`src/rtl/iodp_pkg.sv`:
```
package iodp_pkg;
   localparam logic [15:0] IODP_FIXED_BASE = 16'h0000;
   localparam logic [15:0] IODP_FIXED_LAST = 16'h3fff;
   localparam logic [15:0] IODP_PAGED_BASE = 16'h4000;
   localparam logic [15:0] IODP_PAGED_LAST = 16'h7fff;
   localparam logic [15:0] IODP_PAGE_WIN_BASE = 16'hbe80;
   localparam logic [15:0] IODP_SERIAL1_BASE = 16'hbe00;
   localparam logic [15:0] IODP_SERIAL2_BASE = 16'hbd80;
   localparam logic [15:0] IODP_PARALLEL_BASE = 16'hbf00;
   localparam logic [15:0] IODP_CALENDAR_BASE = 16'hbf80;
   localparam logic [15:0] IODP_ROM_BASE = 16'hc000;
   localparam logic [15:0] IODP_LAYOUT_ONE_RAM_LAST = 16'h7fff;
   localparam logic [15:0] IODP_LAYOUT_TWO_RAM_LAST = 16'h9fff;
   localparam int IODP_WIN_SHIFT = 7;
   localparam int IODP_PAGE_SHIFT = 14;
   localparam int IODP_PAGE_W = 5;
   localparam int IODP_RAM_ADDR_W = 19;
   localparam logic [4:0] IODP_PAGE_RESET = 5'h00;
   localparam int IODP_SERIAL_REG_W = 2;
   localparam int IODP_PARALLEL_REG_W = 4;
   localparam int IODP_CALENDAR_REG_W = 5;
endpackage

```
`src/rtl/iodp_window_match.sv`:
```
`timescale 1ns/1ps
module iodp_window_match #(
   parameter logic [15:0] BASE = 16'h0000,
   parameter int SHIFT = 7
) (
   input wire logic [15:0] addr,
   output logic hit
);
   // A whole window matches, so small devices echo throughout it.
   assign hit = (addr[15:SHIFT] == BASE[15:SHIFT]);
endmodule

```
`src/rtl/iodp_decoder.sv`:
```
`timescale 1ns/1ps
// Operation
// RQ1: A write anywhere in the page window loads the write-only 5-bit page latch.
// RQ2: The lowest 16 kbyte always reaches the same fixed RAM region.
// RQ3: The second 16 kbyte window reaches the page chosen by the latch.
// RQ4: Software keeps page values within the installed RAM size.
// RQ5: With paging present only layout one is decoded.
// RQ6: First serial chip at its base window, second one window below.
// RQ7: Serial chips use the two lowest address bits as register index.
// RQ8: A strap input selects which of two memory layouts is decoded.
// RQ9: Paged RAM addressing spans at most 512 kbyte.
// RQ10: Every peripheral is selected across a whole 128-byte window.
// RQ11: Parallel chip window uses the four lowest bits as register index.
// RQ12: Calendar chip window uses the five lowest bits as register index.
// RQ13: Paged physical address is (page plus one) times 16 kbyte plus offset.
// RQ14: The page latch clears to zero on reset.
module iodp_decoder #(
   parameter bit PAGING_PRESENT = 1'b1
) (
   input wire logic clk,
   input wire logic rstn,
   input wire logic [15:0] cpuAddr,
   input wire logic [7:0] cpuData,
   input wire logic cpuWrite,
   input wire logic cpuValid,
   input wire logic layoutSelectStrap,
   output logic [18:0] ramAddr,
   output logic ramSelect,
   output logic romSelect,
   output logic serial1Select,
   output logic serial2Select,
   output logic [1:0] serialRegIndex,
   output logic parallelSelect,
   output logic [3:0] parallelRegIndex,
   output logic calendarSelect,
   output logic [4:0] calendarRegIndex,
   output logic pageLatchSelect
);
   logic [4:0] ramPageSelect_reg;
   logic hitPage;
   logic hitSer1;
   logic hitSer2;
   logic hitPar;
   logic hitCal;
   logic layoutTwo;
   logic [15:0] ramLast;
   logic inFixed;
   logic inPaged;
   logic inRam;
   logic [18:0] ramAddr_next;
   logic [4:0] pagePlusOne;

   // The helper decodes all five 128-byte windows.
   iodp_window_match #(.BASE(iodp_pkg::IODP_PAGE_WIN_BASE), .SHIFT(iodp_pkg::IODP_WIN_SHIFT))
      uPage (.addr(cpuAddr), .hit(hitPage)); // RQ10
   iodp_window_match #(.BASE(iodp_pkg::IODP_SERIAL1_BASE), .SHIFT(iodp_pkg::IODP_WIN_SHIFT))
      uSer1 (.addr(cpuAddr), .hit(hitSer1)); // RQ6
   iodp_window_match #(.BASE(iodp_pkg::IODP_SERIAL2_BASE), .SHIFT(iodp_pkg::IODP_WIN_SHIFT))
      uSer2 (.addr(cpuAddr), .hit(hitSer2)); // RQ6
   iodp_window_match #(.BASE(iodp_pkg::IODP_PARALLEL_BASE), .SHIFT(iodp_pkg::IODP_WIN_SHIFT))
      uPar (.addr(cpuAddr), .hit(hitPar)); // RQ11
   iodp_window_match #(.BASE(iodp_pkg::IODP_CALENDAR_BASE), .SHIFT(iodp_pkg::IODP_WIN_SHIFT))
      uCal (.addr(cpuAddr), .hit(hitCal)); // RQ12

   // Paging forces layout one whatever the strap says.
   assign layoutTwo = layoutSelectStrap & ~PAGING_PRESENT; // RQ5 RQ8
   assign ramLast = layoutTwo ? iodp_pkg::IODP_LAYOUT_TWO_RAM_LAST
                              : iodp_pkg::IODP_LAYOUT_ONE_RAM_LAST; // RQ8
   assign inFixed = (cpuAddr <= iodp_pkg::IODP_FIXED_LAST); // RQ2
   assign inPaged = (cpuAddr >= iodp_pkg::IODP_PAGED_BASE) &&
                    (cpuAddr <= iodp_pkg::IODP_PAGED_LAST); // RQ3
   assign inRam = (cpuAddr <= ramLast);
   assign pagePlusOne = ramPageSelect_reg + 5'h01; // RQ13

   always_comb begin
      if (PAGING_PRESENT && inPaged) begin
         // Page 31 wraps onto the fixed region; software must avoid it.
         ramAddr_next = {pagePlusOne[4:0], cpuAddr[13:0]}; // RQ3 RQ9 RQ13
      end else if (inFixed) begin
         ramAddr_next = {5'h00, cpuAddr[13:0]}; // RQ2
      end else begin
         ramAddr_next = {3'h0, cpuAddr};
      end
   end

   always_ff @(posedge clk or negedge rstn) begin
      if (!rstn) begin
         ramPageSelect_reg <= iodp_pkg::IODP_PAGE_RESET; // RQ14
      end else if (PAGING_PRESENT && cpuValid && cpuWrite && hitPage) begin
         ramPageSelect_reg <= cpuData[4:0]; // RQ1
      end
   end

   always_ff @(posedge clk or negedge rstn) begin
      if (!rstn) begin
         ramAddr <= 19'h00000;
         ramSelect <= 1'b0;
         romSelect <= 1'b0;
         serial1Select <= 1'b0;
         serial2Select <= 1'b0;
         serialRegIndex <= 2'h0;
         parallelSelect <= 1'b0;
         parallelRegIndex <= 4'h0;
         calendarSelect <= 1'b0;
         calendarRegIndex <= 5'h00;
         pageLatchSelect <= 1'b0;
      end else begin
         ramAddr <= ramAddr_next;
         ramSelect <= cpuValid && inRam; // RQ2 RQ3 RQ8
         romSelect <= cpuValid && (cpuAddr >= iodp_pkg::IODP_ROM_BASE);
         serial1Select <= cpuValid && hitSer1; // RQ6
         serial2Select <= cpuValid && hitSer2; // RQ6
         serialRegIndex <= cpuAddr[1:0]; // RQ7
         parallelSelect <= cpuValid && hitPar; // RQ11
         parallelRegIndex <= cpuAddr[3:0]; // RQ11
         calendarSelect <= cpuValid && hitCal; // RQ12
         calendarRegIndex <= cpuAddr[4:0]; // RQ12
         pageLatchSelect <= PAGING_PRESENT && cpuValid && cpuWrite && hitPage; // RQ1
      end
   end

   property p_latch_load;
      @(posedge clk) disable iff (!rstn)
      (PAGING_PRESENT && cpuValid && cpuWrite && hitPage) |=>
         ramPageSelect_reg == $past(cpuData[4:0]);
   endproperty
   a_latch_load: assert property (p_latch_load) else $error("Page latch not loaded."); // RQ1

   property p_latch_hold;
      @(posedge clk) disable iff (!rstn)
      !(cpuValid && cpuWrite && hitPage) |=> $stable(ramPageSelect_reg);
   endproperty
   a_latch_hold: assert property (p_latch_hold) else $error("Page latch changed unasked."); // RQ1

   property p_fixed;
      @(posedge clk) disable iff (!rstn)
      (cpuValid && inFixed) |=> ramSelect && ramAddr == {5'h00, $past(cpuAddr[13:0])};
   endproperty
   a_fixed: assert property (p_fixed) else $error("Fixed region misaddressed."); // RQ2

   property p_paged;
      @(posedge clk) disable iff (!rstn)
      (PAGING_PRESENT && cpuValid && inPaged) |=>
         ramSelect && ramAddr[18:14] == $past(ramPageSelect_reg) + 5'h01;
   endproperty
   a_paged: assert property (p_paged) else $error("Paged window misaddressed."); // RQ13

   property p_serial;
      @(posedge clk) disable iff (!rstn)
      (cpuValid && cpuAddr[15:7] == 9'h17b) |=> serial2Select && !serial1Select;
   endproperty
   a_serial: assert property (p_serial) else $error("Second serial not selected."); // RQ6

   property p_serial_idx;
      @(posedge clk) disable iff (!rstn)
      serial1Select |-> serialRegIndex == $past(cpuAddr[1:0]);
   endproperty
   a_serial_idx: assert property (p_serial_idx) else $error("Serial index wrong."); // RQ7

   property p_layout;
      @(posedge clk) disable iff (!rstn)
      (cpuValid && cpuAddr == 16'h9000) |=>
         ramSelect == (!PAGING_PRESENT && $past(layoutSelectStrap));
   endproperty
   a_layout: assert property (p_layout) else $error("Layout decode wrong."); // RQ8

   property p_onehot;
      @(posedge clk) disable iff (!rstn)
      $onehot0({serial1Select, serial2Select, parallelSelect, calendarSelect, pageLatchSelect});
   endproperty
   a_onehot: assert property (p_onehot) else $error("Peripheral windows overlap."); // RQ10

   property p_cal;
      @(posedge clk) disable iff (!rstn)
      (cpuValid && cpuAddr[15:7] == 9'h17f) |=>
         calendarSelect && calendarRegIndex == $past(cpuAddr[4:0]);
   endproperty
   a_cal: assert property (p_cal) else $error("Calendar decode wrong."); // RQ12

   property p_serial1;
      @(posedge clk) disable iff (!rstn)
      (cpuValid && cpuAddr[15:7] == 9'h17c) |=> serial1Select && !serial2Select;
   endproperty
   a_serial1: assert property (p_serial1) else $error("First serial not selected."); // RQ6

   property p_serial2_idx;
      @(posedge clk) disable iff (!rstn)
      serial2Select |-> serialRegIndex == $past(cpuAddr[1:0]);
   endproperty
   a_serial2_idx: assert property (p_serial2_idx) else $error("Serial two index wrong."); // RQ7

   property p_parallel;
      @(posedge clk) disable iff (!rstn)
      (cpuValid && cpuAddr[15:7] == 9'h17e) |=>
         parallelSelect && parallelRegIndex == $past(cpuAddr[3:0]);
   endproperty
   a_parallel: assert property (p_parallel) else $error("Parallel decode wrong."); // RQ11

   property p_latch_read;
      @(posedge clk) disable iff (!rstn)
      (cpuValid && !cpuWrite && hitPage) |=> !pageLatchSelect && $stable(ramPageSelect_reg);
   endproperty
   a_latch_read: assert property (p_latch_read) else $error("Page latch read effect."); // RQ1

   property p_rom;
      @(posedge clk) disable iff (!rstn)
      (cpuValid && cpuAddr >= iodp_pkg::IODP_ROM_BASE) |=> romSelect && !ramSelect;
   endproperty
   a_rom: assert property (p_rom) else $error("ROM region not selected."); // RQ8

   property p_page_win;
      @(posedge clk) disable iff (!rstn)
      (cpuValid && hitPage) |=> !ramSelect && !serial1Select && !serial2Select;
   endproperty
   a_page_win: assert property (p_page_win) else $error("Page window selects a device."); // RQ10

   property p_idle;
      @(posedge clk) disable iff (!rstn)
      !cpuValid |=> !ramSelect && !romSelect && !serial1Select && !serial2Select &&
         !parallelSelect && !calendarSelect && !pageLatchSelect;
   endproperty
   a_idle: assert property (p_idle) else $error("Select without a bus cycle."); // RQ10

   c_page_write: cover property (@(posedge clk) disable iff (!rstn) pageLatchSelect);
   c_paged_use: cover property (@(posedge clk) disable iff (!rstn)
      ramSelect && ramAddr[18:14] == 5'h1f);
   c_serial2: cover property (@(posedge clk) disable iff (!rstn) serial2Select);
   c_parallel: cover property (@(posedge clk) disable iff (!rstn) parallelSelect);
   c_rom: cover property (@(posedge clk) disable iff (!rstn) romSelect);
endmodule

```
`config.mk`:
```
export PLATFORM = sky130hd
export DESIGN_NAME = iodp_decoder
export DESIGN_NICKNAME = d
export VERILOG_FILES = /design/src/rtl/iodp_pkg.sv /design/src/rtl/iodp_window_match.sv /design/src/rtl/iodp_decoder.sv
export SDC_FILE = /design/constraint.sdc
export NUM_CORES = 1
export LEC_CHECK = 0
export BUFFER_PORTS_ARGS = -buffer_cell sky130_fd_sc_hd__buf_2
export CAP_MARGIN = 30
export CORE_UTILIZATION = 31
export CTS_CLUSTER_DIAMETER = 50
export DETAILED_ROUTE_END_ITERATION = 8
export GPL_TIMING_DRIVEN = 1
export PLACE_DENSITY = 0.66
export SYNTH_ARGS = -nofsm -noshare
export SYNTH_HDL_FRONTEND = slang
export SYNTH_SLANG_ARGS = --single-unit
```
`constraint.sdc`:
```
create_clock -name clk -period 2.2 [get_ports clk]
set_input_delay 0.33 -clock clk [delete_from_list [all_inputs] [get_ports clk]]
set_output_delay 0.33 -clock clk [all_outputs]
set_load 0.01 [all_outputs]
```
==> flow_metrics.py <==
metrics = {
    "finish": {
        "largest_reg_flops": 18,
        "synthToLayoutAreaGrowth_pct": 29.1,
        "multiInputGateArea_um2": 243,
        "final_area_um2": 1440,
        "n_antenna_cell": 0,
        "nets": 162,
        "drive_gt1_share_pct": 56.1,
        "fill_cells": 324,
        "ff_latch_area_um2": 776,
    },
    "drt": {
        "first_iter_violations": 13,
        "wl_um": 1910,
        "viasPerCell": 4.18,
        "drc": 0,
        "dr_total_vias": 744,
        "antenna_left": 0,
        "drt_first_pass_iters": 3,
        "detail_route.wl_per_cell_um": 10.7,
    },
    "synthesis": {
        "yosys-top-cells-area": "dfrtp_1 70%, buf_4 7.4%, mux2_4 6.7%",
        "ys_seq_elements": 31,
        "yosys.area.top_type_share_pct": 69.5,
        "synthCells": 76,
        "ys_seq_area_share_pct": 69.5,
        "synth_top_cell_by_area": "dfrtp_1",
        "synth_ff_type": "dfrtp_1",
        "syn_nets": 106,
        "avgSynthCellArea_um2": 14.7,
        "syn_area_um2": 1120,
        "synthArstFlopShare_pct": 100,
        "synth_cell_types": 20,
        "synth-edff-count": 0,
        "ys_warn_count": 0,
    },
    "pwr": {
        "ir_drop_mv": 0.167,
        "p_per_area_nw_per_um2": 694,
        "power_leakage_nw": 0.797,
        "p_total_uw": 1000,
    },
    "timing": {
        "max_freq_mhz": 784,
        "worst_pin_slew_ns": 0.638,
        "hold_viol": 0,
        "timing.final.crit_period_ns": 1.28,
        "rsz0062_at_grt": "false",
        "timing.hold.ws_ns": 0.0242,
        "min_period_over_period_pct": 58.0,
        "fin_setup_tns_ns": 0,
        "slew_violations": 0,
        "setup_violations": 0,
        "fin_skew_ns": 0.00374,
        "slew_headroom_pct": 57.5,
    },
    "setup_path": {
        "worstPathArrival_ns": 1.48,
        "crit_chain": "buf_2, and4b_1, and3_1, mux2_4",
        "critical-path-top-delay-family": "simple AND/OR/NAND/NOR gates",
        "worstSetupStartpointType": "input pin",
        "end_kind": "flop",
        "worstSetupPathType": "in -> reg",
        "worstPathRequired_ns": 2.40,
        "cpPeakStageDelay_ns": 0.38,
        "cp_max_fo": 6,
        "crit_slowest_cell": "and3_1",
        "cp.buffers_inverters": 1,
    },
    "clock_tree": {
        "clock_sinks": 31,
        "ctsHoldBuffers": 0,
        "clock_latency_ns": 0.31,
        "cts.root.buffer_cell": "clkbuf_4",
        "cts_buffer_depth": 2,
        "htree_levels": 2,
        "numCtsBuffers": 5,
        "cts_setup_buffers": 0,
        "cts_tree": "built",
        "clk_pin_slew_ns": 0.09,
        "cts.repair.resized": 0,
    },
    "floorplanning": {
        "ioPinCount": 66,
        "die_area_um2": 3840,
        "die_h_um": 62,
        "die_w_um": 62,
        "initial_core_util_pct": 32.9,
        "coreArea_um2": 3390,
        "row_count": 21,
    },
    "placed_design": {
        "dp_hpwl_um": 1470,
        "dpl_cell_area_um2": 1390,
        "port-buffer-count": 61,
        "gp_congestion": 0.710,
    },
    "global_routing": {
        "grt_overflow": 0,
        "grt_util_all_layers_pct": 11.1,
        "antenna_found_initial": 0,
        "grt_max_degree": 32,
        "grt_pass1_vias": 673,
        "grt_pass1_wl_um": 2860,
    },
    "min_path": {
        "hold_path.class": "in -> async",
    },
    "job": {
        "drv_cap": 0,
    },
    "run_status": {
        "status": "finished, final reports clean",
    },
}
## final cells by class
| cell class | instances | share of cell area [%] |
|---|---|---|
| multi-input combinational | 32 | 16.8 |
| timing repair buffer | 61 | 21.2 |
| clock buffer | 6 | 3.56 |
| sequential | 31 | 53.8 |
| clock inverter | 1 | 0.347 |
| inverter | 1 | 0.260 |
| tap | 46 | 3.99 |
## Yosys cell counts (2+ instances only)
cell type and n:
dfrtp_1 31, nand3_1 2, buf_4 11, nand2_1 6
xor2_1 2, and4b_1 2, nor2_1 5, mux2_4 5
## stage by stage
stage | cells | setup WS (ns) | util, %
after detailed placement | 171 | 0.592 | 40.9
after CTS | 178 | 0.929 | 42.5
after global routing | 178 | 0.897 | 42.5
after global placement | 171 | 0.589 | 40.9
after floorplan | 76 | 0.930 | -
final | 178 | 0.925 | 42.5
## cells in the final DEF, fill, tap and decap left out
cell,count
a21boi_0,1
nand3_1,2
and3b_1,1
nor3b_1,1
and4b_1,2
clkbuf_4,5
and3_2,1
mux2_4,5
xnor2_1,1
dfrtp_1,31
ha_1,1
clkinv_2,1
clkbuf_8,1
inv_1,1
nand2_1,6
and3_1,1
nor3_1,1
nor2b_1,1
nor2_1,5
and4_1,1
buf_2,61
xor2_1,2
## cell families after synthesis
family	Yosys count	synth area share, %
xor gates and xnor gates	3	2.35
adders and majority gates	1	1.12
DFF	31	69.5
buffers and inverters	13	8.74
AOI/OAI and AO/OA	1	0.673
and+or+nand+nor	22	10.9
muxes	5	6.73
## layer usage
metal | part of all wire [%] | GRT usage (%) | wire [um]
met5 | 0 | 0 | 0
met4 | 2.4 | 6.67 | 45
met3 | 13 | 6.42 | 243
met2 | 45 | 17.6 | 852
met1 | 40 | 11.3 | 764
## where the power goes
part / switching, mW / leakage [nW] / internal (mW)
Sequential: 0.00650 / 0.394 / 0.587
Clock: 0.170 / 0.0341 / 0.148
Combinational: 0.0486 / 0.368 / 0.0398
## worst paths after layout
check,slack [ns],cells after the start,startpoint,to
max,0.92,4,cpuAddr[14],ramPageSelect_reg[3]$_DFFE_PN0P_
min,0.02,1,rstn,ramAddr[4]$_DFF_PN0_
min in group clk,0.11,1,cpuAddr[5],ramAddr[5]$_DFF_PN0_
max reg2reg,1.16,4,ramPageSelect_reg[0]$_DFFE_PN0P_,ramAddr[18]$_DFF_PN0_
min reg2reg,0.54,1,ramPageSelect_reg[0]$_DFFE_PN0P_,ramAddr[14]$_DFF_PN0_
max in group asynchronous,1.75,1,rstn,ramPageSelect_reg[4]$_DFFE_PN0P_
Note: power is estimated with default switching activity, not from simulation.
